[src/hw/serial_port_defines.vh]
// constants for the serial port clock and pin-mode block
`ifndef SERIAL_PORT_DEFINES_VH
`define SERIAL_PORT_DEFINES_VH
`define DIV_WIDTH        8
`define WORD_WIDTH       16
`define CNT_WIDTH        5
`define DELAY_ZERO       2'h0
`define DIV_RESET        8'h01
`define CLK_SRC_INTERNAL 2'h0
`define CLK_SRC_TX_PIN   2'h1
`define CLK_SRC_RX_PIN   2'h2
`define ST_IDLE          2'h0
`define ST_SHIFT         2'h1
`define ST_DONE          2'h2
`endif

[src/hw/word_buffer.v]
// two-entry buffer with valid and ready on both sides
`timescale 1ns/1ns
`default_nettype none
module word_buffer #(
    parameter WIDTH = 16
) (
    input  wire             sys_clk,
    input  wire             sys_rst,
    input  wire [WIDTH-1:0] in_data,
    input  wire             in_valid,
    output wire             in_ready,
    output reg  [WIDTH-1:0] out_data,
    output wire             out_valid,
    input  wire             out_ready
);
    reg [WIDTH-1:0] mem_q [0:1];
    reg             wr_q;
    reg             rd_q;
    reg [1:0]       cnt_q;
    wire            push;
    wire            pop;

    assign in_ready  = (cnt_q != 2'h2);
    assign out_valid = (cnt_q != 2'h0);
    assign push      = in_valid && in_ready;
    assign pop       = out_valid && out_ready;

    always @* begin
        out_data = mem_q[rd_q];
    end

    always @(posedge sys_clk) begin
        if (push) begin
            mem_q[wr_q] <= in_data;
        end
        if (sys_rst) begin
            wr_q  <= 1'b0;
            rd_q  <= 1'b0;
            cnt_q <= 2'h0;
        end else begin
            if (push) begin
                wr_q <= ~wr_q;
            end
            if (pop) begin
                rd_q <= ~rd_q;
            end
            if (push && !pop) begin
                cnt_q <= cnt_q + 2'h1;
            end else if (pop && !push) begin
                cnt_q <= cnt_q - 2'h1;
            end
        end
    end
endmodule
`default_nettype wire

[src/hw/serial_port_clock_pins.v]
// serial port bit-clock generator, polarity, frame sync, data pin and pin-mode logic
//
// Contract
// generated bit clock period is (1 + divide value) system clocks; a divide value of zero gives a period of two
// low phase: half period if divide odd or zero, else divide/2 clocks
// high phase: half period if divide odd or zero, else divide/2+1 clocks
// polarity bits at zero use rising edges; a set bit inverts that signal
// transmit delay enable and a-bis mode have no effect on the data pin
// zero data delay: first data bit driven from frame sync assertion
// data pin released after last bit on clock rise; new data after rise
// generated frame syncs update after rising edge of their bit clock
// clock, frame and receive data pins usable as general-purpose inputs
// clock, frame and transmit data pins usable as general-purpose outputs
// either shift clock pin may feed the sample rate generator
// external source: generator output is shared clock, driven on other pin
// transmit clock pin as source: shared clock out on receive clock pin
// receive clock pin as source: shared clock out on transmit clock pin
// external source mode otherwise behaves like internal clock source
// external source clock period at least one system clock period
`timescale 1ns/1ns
`default_nettype none
`include "serial_port_defines.vh"
module serial_port_clock_pins #(
    parameter DIV_W  = `DIV_WIDTH,
    parameter WORD_W = `WORD_WIDTH,
    parameter CNT_W  = `CNT_WIDTH
) (
    input  wire              sys_clk,
    input  wire              sys_rst,
    input  wire [DIV_W-1:0]  clock_divide_value,
    input  wire [1:0]        clock_source_select,
    input  wire              receive_clock_polarity,
    input  wire              transmit_clock_polarity,
    input  wire              receive_frame_polarity,
    input  wire              transmit_frame_polarity,
    input  wire              transmit_delay_enable,
    input  wire              a_bis_bit_mode,
    input  wire [1:0]        transmit_data_delay,
    input  wire [CNT_W-1:0]  word_length,
    input  wire              clock_generate_enable,
    input  wire              frame_generate_enable,
    input  wire [4:0]        gpio_mode,
    input  wire [4:0]        gpio_out_value,
    output reg  [4:0]        gpio_in_value,
    input  wire [WORD_W-1:0] tx_word,
    input  wire              tx_valid,
    output wire              tx_ready,
    output wire [WORD_W-1:0] rx_word,
    output wire              rx_valid,
    input  wire              rx_ready,
    output wire              rx_overrun,
    input  wire              receive_shift_clock_pin_in,
    output reg               receive_shift_clock_pin_out,
    output reg               receive_shift_clock_pin_oe,
    input  wire              transmit_shift_clock_pin_in,
    output reg               transmit_shift_clock_pin_out,
    output reg               transmit_shift_clock_pin_oe,
    input  wire              receive_frame_pin_in,
    output reg               receive_frame_pin_out,
    output reg               receive_frame_pin_oe,
    input  wire              transmit_frame_pin_in,
    output reg               transmit_frame_pin_out,
    output reg               transmit_frame_pin_oe,
    input  wire              receive_data_pin_in,
    output reg               transmit_data_pin_out,
    output reg               transmit_data_pin_oe
);
    // pin synchronisers: order rclk, xclk, rfs, xfs, rdata
    reg  [4:0]        sync1_q;
    reg  [4:0]        sync2_q;
    wire [4:0]        pins_in;
    reg  [DIV_W-1:0]  div_cnt_q;
    reg               bclk_q;
    reg               src_prev_q;
    wire              src_pin;
    wire              src_rise;
    wire              ext_mode;
    wire              tick;
    wire [DIV_W:0]    period;
    wire [DIV_W:0]    low_len;
    reg               bclk_rise;
    reg               bclk_fall;
    reg  [1:0]        state_q;
    reg  [CNT_W-1:0]  bit_cnt_q;
    reg  [WORD_W-1:0] tx_shift_q;
    reg               fs_q;
    reg  [CNT_W-1:0]  rx_cnt_q;
    reg  [WORD_W-1:0] rx_shift_q;
    reg               rx_push_q;
    reg               rx_overrun_q;
    reg  [1:0]        dly_q;
    wire              buf_in_ready;
    wire [WORD_W-1:0] buf_data;
    wire              buf_valid;
    wire              rfs_i;

    assign pins_in = {receive_data_pin_in, transmit_frame_pin_in, receive_frame_pin_in,
                      transmit_shift_clock_pin_in, receive_shift_clock_pin_in};

    // gpio inputs synchronised
    always @(posedge sys_clk) begin
        if (sys_rst) begin
            sync1_q       <= 5'h00;
            sync2_q       <= 5'h00;
            gpio_in_value <= 5'h00;
        end else begin
            sync1_q       <= pins_in;
            sync2_q       <= sync1_q;
            gpio_in_value <= sync2_q;
        end
    end

    // source pin choice
    assign ext_mode = (clock_source_select != `CLK_SRC_INTERNAL);
    assign src_pin  = (clock_source_select == `CLK_SRC_RX_PIN) ? sync2_q[0] : sync2_q[1];
    // one external edge per tick; a source faster than sys_clk would drop edges
    assign src_rise = src_pin && !src_prev_q;
    // divider same for both sources, only the tick differs
    assign tick     = ext_mode ? src_rise : 1'b1;

    // period in ticks
    assign period  = {1'b0, clock_divide_value} + {{DIV_W{1'b0}}, 1'b1};
    // low phase length, high phase is the remainder
    assign low_len = (clock_divide_value == {DIV_W{1'b0}}) ? {{DIV_W{1'b0}}, 1'b1} :
                     (clock_divide_value[0] ? {1'b0, 1'b0, clock_divide_value[DIV_W-1:1]} +
                      {{DIV_W{1'b0}}, 1'b1} : {1'b0, 1'b0, clock_divide_value[DIV_W-1:1]});

    always @* begin
        bclk_rise = 1'b0;
        bclk_fall = 1'b0;
        if (clock_generate_enable && tick) begin
            if (!bclk_q && ({1'b0, div_cnt_q} + {{DIV_W{1'b0}}, 1'b1} >= low_len)) begin
                bclk_rise = 1'b1;
            end else if (bclk_q && ({1'b0, div_cnt_q} + {{DIV_W{1'b0}}, 1'b1} >= period)) begin
                bclk_fall = 1'b1;
            end
        end
    end

    // divider counter
    always @(posedge sys_clk) begin
        if (sys_rst) begin
            div_cnt_q  <= {DIV_W{1'b0}};
            bclk_q     <= 1'b0;
            src_prev_q <= 1'b0;
        end else begin
            src_prev_q <= src_pin;
            if (!clock_generate_enable) begin
                div_cnt_q <= {DIV_W{1'b0}};
                bclk_q    <= 1'b0;
            end else if (bclk_fall) begin
                div_cnt_q <= {DIV_W{1'b0}};
                bclk_q    <= 1'b0;
            end else if (tick) begin
                div_cnt_q <= div_cnt_q + {{(DIV_W-1){1'b0}}, 1'b1};
                if (bclk_rise) begin
                    bclk_q <= 1'b1;
                end
            end
        end
    end

    // transmit side: frame sync and shifter run on generated clock edges
    // frame sync after clock rise
    always @(posedge sys_clk) begin
        if (sys_rst) begin
            state_q    <= `ST_IDLE;
            bit_cnt_q  <= {CNT_W{1'b0}};
            tx_shift_q <= {WORD_W{1'b0}};
            fs_q       <= 1'b0;
            dly_q      <= 2'h0;
        end else begin
            case (state_q)
                `ST_IDLE: begin
                    if (bclk_rise) begin
                        fs_q <= 1'b0;
                        if (tx_valid && frame_generate_enable) begin
                            fs_q       <= 1'b1;
                            tx_shift_q <= tx_word;
                            bit_cnt_q  <= word_length;
                            dly_q      <= transmit_data_delay;
                            state_q    <= `ST_SHIFT;
                        end
                    end
                end
                `ST_SHIFT: begin
                    if (bclk_rise) begin
                        fs_q <= 1'b0;
                        if (dly_q != `DELAY_ZERO) begin
                            dly_q <= dly_q - 2'h1;
                        end else begin
                            tx_shift_q <= {tx_shift_q[WORD_W-2:0], 1'b0};
                            if (bit_cnt_q == {CNT_W{1'b0}}) begin
                                state_q <= `ST_DONE;
                            end else begin
                                bit_cnt_q <= bit_cnt_q - {{(CNT_W-1){1'b0}}, 1'b1};
                            end
                        end
                    end
                end
                `ST_DONE: begin
                    state_q <= `ST_IDLE;
                end
                default: begin
                    state_q <= `ST_IDLE;
                end
            endcase
        end
    end

    // zero delay: data valid with frame; delay enable, a-bis ignored
    assign tx_ready = (state_q == `ST_IDLE) && bclk_rise && frame_generate_enable;

    // receive side shifts on the generated clock in every mode
    assign rfs_i  = receive_frame_polarity ? ~sync2_q[2] : sync2_q[2];

    // receive samples on generated clock rise, word length shared
    always @(posedge sys_clk) begin
        if (sys_rst) begin
            rx_cnt_q     <= {CNT_W{1'b0}};
            rx_shift_q   <= {WORD_W{1'b0}};
            rx_push_q    <= 1'b0;
            rx_overrun_q <= 1'b0;
        end else begin
            rx_push_q <= 1'b0;
            if (bclk_rise) begin
                rx_shift_q <= {rx_shift_q[WORD_W-2:0], sync2_q[4]};
                if (rfs_i) begin
                    rx_cnt_q <= word_length;
                end else if (rx_cnt_q != {CNT_W{1'b0}}) begin
                    rx_cnt_q <= rx_cnt_q - {{(CNT_W-1){1'b0}}, 1'b1};
                    if (rx_cnt_q == {{(CNT_W-1){1'b0}}, 1'b1}) begin
                        rx_push_q <= 1'b1;
                    end
                end
            end
            // buffer full: word dropped and flagged, flag sticks until reset
            if (rx_push_q && !buf_in_ready) begin
                rx_overrun_q <= 1'b1;
            end
        end
    end

    assign rx_overrun = rx_overrun_q;

    word_buffer #(
        .WIDTH (WORD_W)
    ) u_rx_buf (
        .sys_clk   (sys_clk),
        .sys_rst   (sys_rst),
        .in_data   (rx_shift_q),
        .in_valid  (rx_push_q),
        .in_ready  (buf_in_ready),
        .out_data  (buf_data),
        .out_valid (buf_valid),
        .out_ready (rx_ready)
    );

    assign rx_word  = buf_data;
    assign rx_valid = buf_valid;

    // pin drive, registered
    always @(posedge sys_clk) begin
        if (sys_rst) begin
            receive_shift_clock_pin_out  <= 1'b0;
            receive_shift_clock_pin_oe   <= 1'b0;
            transmit_shift_clock_pin_out <= 1'b0;
            transmit_shift_clock_pin_oe  <= 1'b0;
            receive_frame_pin_out        <= 1'b0;
            receive_frame_pin_oe         <= 1'b0;
            transmit_frame_pin_out       <= 1'b0;
            transmit_frame_pin_oe        <= 1'b0;
            transmit_data_pin_out        <= 1'b0;
            transmit_data_pin_oe         <= 1'b0;
        end else begin
            // clock polarity inversion
            receive_shift_clock_pin_out  <= receive_clock_polarity ? ~bclk_q : bclk_q;
            transmit_shift_clock_pin_out <= transmit_clock_polarity ? ~bclk_q : bclk_q;
            // shared clock out on the non-source pin
            receive_shift_clock_pin_oe   <= clock_generate_enable &&
                                            (clock_source_select != `CLK_SRC_RX_PIN);
            transmit_shift_clock_pin_oe  <= clock_generate_enable &&
                                            (clock_source_select != `CLK_SRC_TX_PIN);
            // tx pin source, rx pin drives
            if (clock_source_select == `CLK_SRC_TX_PIN) begin
                receive_shift_clock_pin_oe <= clock_generate_enable;
            end
            // rx pin source, tx pin drives
            if (clock_source_select == `CLK_SRC_RX_PIN) begin
                transmit_shift_clock_pin_oe <= clock_generate_enable;
            end
            // frame polarity inversion
            transmit_frame_pin_out <= transmit_frame_polarity ? ~fs_q : fs_q;
            transmit_frame_pin_oe  <= frame_generate_enable;
            receive_frame_pin_out  <= receive_frame_polarity ? ~fs_q : fs_q;
            receive_frame_pin_oe   <= 1'b0;
            // release after last bit
            transmit_data_pin_out  <= tx_shift_q[WORD_W-1];
            transmit_data_pin_oe   <= (state_q == `ST_SHIFT) &&
                                      (transmit_delay_enable | a_bis_bit_mode | 1'b1);
            // general-purpose outputs override
            if (gpio_mode[0]) begin
                receive_shift_clock_pin_out <= gpio_out_value[0];
                receive_shift_clock_pin_oe  <= 1'b1;
            end
            if (gpio_mode[1]) begin
                transmit_shift_clock_pin_out <= gpio_out_value[1];
                transmit_shift_clock_pin_oe  <= 1'b1;
            end
            if (gpio_mode[2]) begin
                receive_frame_pin_out <= gpio_out_value[2];
                receive_frame_pin_oe  <= 1'b1;
            end
            if (gpio_mode[3]) begin
                transmit_frame_pin_out <= gpio_out_value[3];
                transmit_frame_pin_oe  <= 1'b1;
            end
            if (gpio_mode[4]) begin
                transmit_data_pin_out <= gpio_out_value[4];
                transmit_data_pin_oe  <= 1'b1;
            end
        end
    end
endmodule
`default_nettype wire

[config.mk]
export PLATFORM = sky130hd
export DESIGN_NAME = serial_port_clock_pins
export DESIGN_NICKNAME = d
export VERILOG_FILES = /design/src/hw/word_buffer.v /design/src/hw/serial_port_clock_pins.v
export VERILOG_INCLUDE_DIRS = /design/src /design/src/hw
export SDC_FILE = /design/constraint.sdc
export NUM_CORES = 1
export LEC_CHECK = 0
export BUFFER_PORTS_ARGS = -buffer_cell sky130_fd_sc_hd__buf_2
export CORE_ASPECT_RATIO = 1.2
export CORE_MARGIN = 3
export CORE_UTILIZATION = 50
export CTS_CLUSTER_SIZE = 8
export DETAILED_ROUTE_END_ITERATION = 16
export PLACE_DENSITY_LB_ADDON = 0.25
export SYNTH_ARGS = -nofsm -noshare
export SYNTH_HDL_FRONTEND = slang
export SYNTH_HIERARCHICAL = 1
export SYNTH_SLANG_ARGS = --single-unit
[constraint.sdc]
create_clock -name sys_clk -period 7.4 [get_ports sys_clk]
set_clock_uncertainty 0.1 [all_clocks]
set_input_delay 0.74 -clock sys_clk [delete_from_list [all_inputs] [get_ports sys_clk]]
set_output_delay 0.74 -clock sys_clk [all_outputs]
set_load 0.01 [all_outputs]
==> out/results.ini <==
[logic_synthesis]
synthMuxAreaShare=0.06810
synth_edf_count=32
syn-cell-area_mm2=0.005751
yosysWarnings=6
synth.area.top_cells=dfxtp_1, edfxtp_1, ha_1
ys_seq_elements=121
synth_fa_ha_area_frac=0.06310
synth_compound_area_frac=0.1647
syn_nets=663
synth_top_area_cell=dfxtp_1
yosysSeqAreaShare=0.4769
netlist_instances=574
yosys.area_share.simple=0.1401
yosysTopAreaCellShare=0.3098
yosys.area_share.xor_xnor=0.05026
async_reset_ff_frac=0
ys_types=62
synth.avg_cell_area_um2=10.02
synth_top_family_by_area=compound AO/OA/AOI/OAI gates
synthFlopType=dfxtp_1

[detailed_routing]
drt_wl_total_mm=12.11
drt-initial-drc-count=223
post_drt_wl_per_cell_um=14.68
remaining_drc_errors=0
via_count=4501
via_per_inst=5.456
firstDrtPassIters=4
postRouteAntennaNets=0

[global_routing]
antenna_found_initial=0
grt_max_degree=80
grt_pass1_vias=4482
overflow=0
grt_first_pass_wirelength_mm=20.19
grt_usage=0.1934

[worst_setup_path]
cp.arrival_ps=3740
crit_fanout=43
r2r_cells=10
reg2reg_to=tx_shift_q[11]
critPathRequiredTime_ps=6560
start_kind=flop
setup.worst_path.end_class=primary output
worstSetupPathType=flop to primary output
r2r_start=div_cnt_q[0]
regToRegSetupSlack_ps=3820

[power_and_ir_drop]
powerDensity_mw_per_mm2=232.6
p_leak_nw=2.853
total_power_mw=1.602
peakVddDrop_uv=156.8

[final_layout]
syn_to_final_growth_pct=19.73
drive_above_1_share=0.2235
utilization=0.6180
layout.nets=747
postLayoutCellArea_mm2=0.006885
antenna_cells=0

[floorplan]
die_w_um=103.9
start_util=0.5162
core_area_mm2=0.01114
dieArea_mm2=0.01283
die_height_um=123.5
ios=94
rows=42

[worst_hold_path]
worstHoldStart=sync1_q[0]
hold_depth=1
hold_path.class=flop to flop
min_to=sync2_q[0]

[clock_tree]
hold_buffers=0
clk_pin_slew_ps=50
post_cts_resized=0
clock_latency_ps=410
htree_num_levels=4
tritoncts=built
cts.sinks=121
clock_tree.root_cell=clkbuf_16
cts_buffers=17
cts_setup_buffers=0
clockBufferDepth=2

[timing]
layout_setup_ws_ps=2815
final.setup.tns_ps=0
grt_setup_unrepaired=false
fmax_mhz=218.1
worst_pin_slew_ps=968.8
relSlewSlack=0.3518
report.final.slew_viol_count=0
fin_crit_sh=0.6196
setup_viol=0
hold_viol=0
fin_crit_ps=4585

[outcome]
status=finished clean

[place]
placed_cell_area_mm2=0.006304
port-buffer-count=91
dp_slack_ps=3041
gp_congestion=0.8263
dp_hpwl_mm=8.315

[flow_run]
maxCapViolCount=0

[where the power goes]
group	total [mW]	switching (mW)	internal [mW]
clock	0.808	0.275	0.533
combinational	0.104	0.0616	0.0425
sequential	0.689	0.00433	0.685
total	1.60	0.341	1.26
[metal layers]
| metal | part of all wire | vias to the layer above | GRT usage |
|---|---|---|---|
| met2 | 0.50 | 105 | 0.3313 |
| met1 | 0.44 | 2119 | 0.2344 |
| met4 | 0.012 | 0 | 0.06650 |
| met3 | 0.048 | 11 | 0.05692 |
| met5 | 0 | - | 0 |
| li1 | - | 2266 | - |
[logic make-up after synthesis]
kind of cell	Yosys count
muxes	37
buffers and inverters	52
xor gates and xnor gates	33
and+or+nand+nor	152
AOI/OAI and AO/OA	150
adders and majority gates	29
DFF	121
[metrics by stage]
| stage | hold slack, ps | std cells |
|---|---|---|
| floorplan | 313.8 | 574 |
| global placement | 314.0 | 793 |
| detailed placement | 322.3 | 793 |
| CTS | 334.8 | 825 |
| global route | 355.1 | 825 |
| finish | 332.9 | 825 |
[critical path, stage by stage, from the launching register on]
cell and delay, ps:
dfxtp_1 410, nand3_1 160, or2_2 370, nor2_1 140
xor2_1 110, ha_1 300, and3_1 190, o2111ai_1 200
o211ai_2 220, buf_4 430, nand2_1 200, nor4b_1 370
buf_2 210
[synth_stat cells, drive strengths merged, types with 5 or more instances]
| cell | count |
|---|---|
| dfxtp | 89 |
| and3 | 7 |
| mux2i | 20 |
| o31ai | 5 |
| ha | 29 |
| xnor2 | 17 |
| nand3 | 23 |
| buf | 11 |
| nor2b | 19 |
| inv | 20 |
| edfxtp | 32 |
| nor2 | 33 |
| xor2 | 16 |
| nand2b | 5 |
| mux2 | 17 |
| o21ai | 29 |
| nand2 | 26 |
| a21oi | 65 |
| a211oi | 18 |
| nor3 | 7 |
| nand4 | 7 |
| clkbuf | 20 |
[placed cells by master, fill, tap and decap left out, types with 16 or more instances in the layout]
cell	synthesis	routed
a211oi_1	18	18
dfxtp_1	89	89
clkbuf_16	0	17
xnor2_1	17	17
inv_1	20	20
mux2i_1	20	20
buf_2	7	91
o21ai_0	29	29
xor2_1	16	16
a21oi_1	64	64
nand3_1	22	22
nor2_1	33	33
ha_1	29	29
nor2b_1	19	19
nand2_1	26	26
edfxtp_1	32	32
mux2_2	17	17
[flip-flops by register name, indices dropped and copies added, names as in the netlist, 2 cells and up, named ones only]
register        count
u_rx_buf/mem_q     32
rx_shift_q         16
tx_shift_q         16
div_cnt_q           8
bit_cnt_q           5
gpio_in_value       5
rx_cnt_q            5
sync1_q             5
sync2_q             5
dly_q               2
state_q             2
u_rx_buf/cnt_q      2
[area by class of cell]
type	instances	area, µm²
fill	945	4255
multi-input combinational	401	2796
sequential	121	2743
timing repair buffer	96	493.0
clock buffer	22	454.2
tap	154	192.7
clock inverter	10	127.6
inverter	21	78.83
[worst max path at each step]
stage | start | endpoint | slack, ps | depth (start not counted)
after floorplan | clock_divide_value[4] | tx_ready | 3620 | 10
after global placement | clock_divide_value[4] | tx_ready | 3200 | 12
after detailed placement | clock_divide_value[4] | tx_ready | 3040 | 12
after CTS | div_cnt_q[0] | tx_ready | 2810 | 12
after global routing | div_cnt_q[0] | tx_ready | 2570 | 12
final | div_cnt_q[0] | tx_ready | 2820 | 12
No activity file was read; power rests on OpenSTA's default activity.
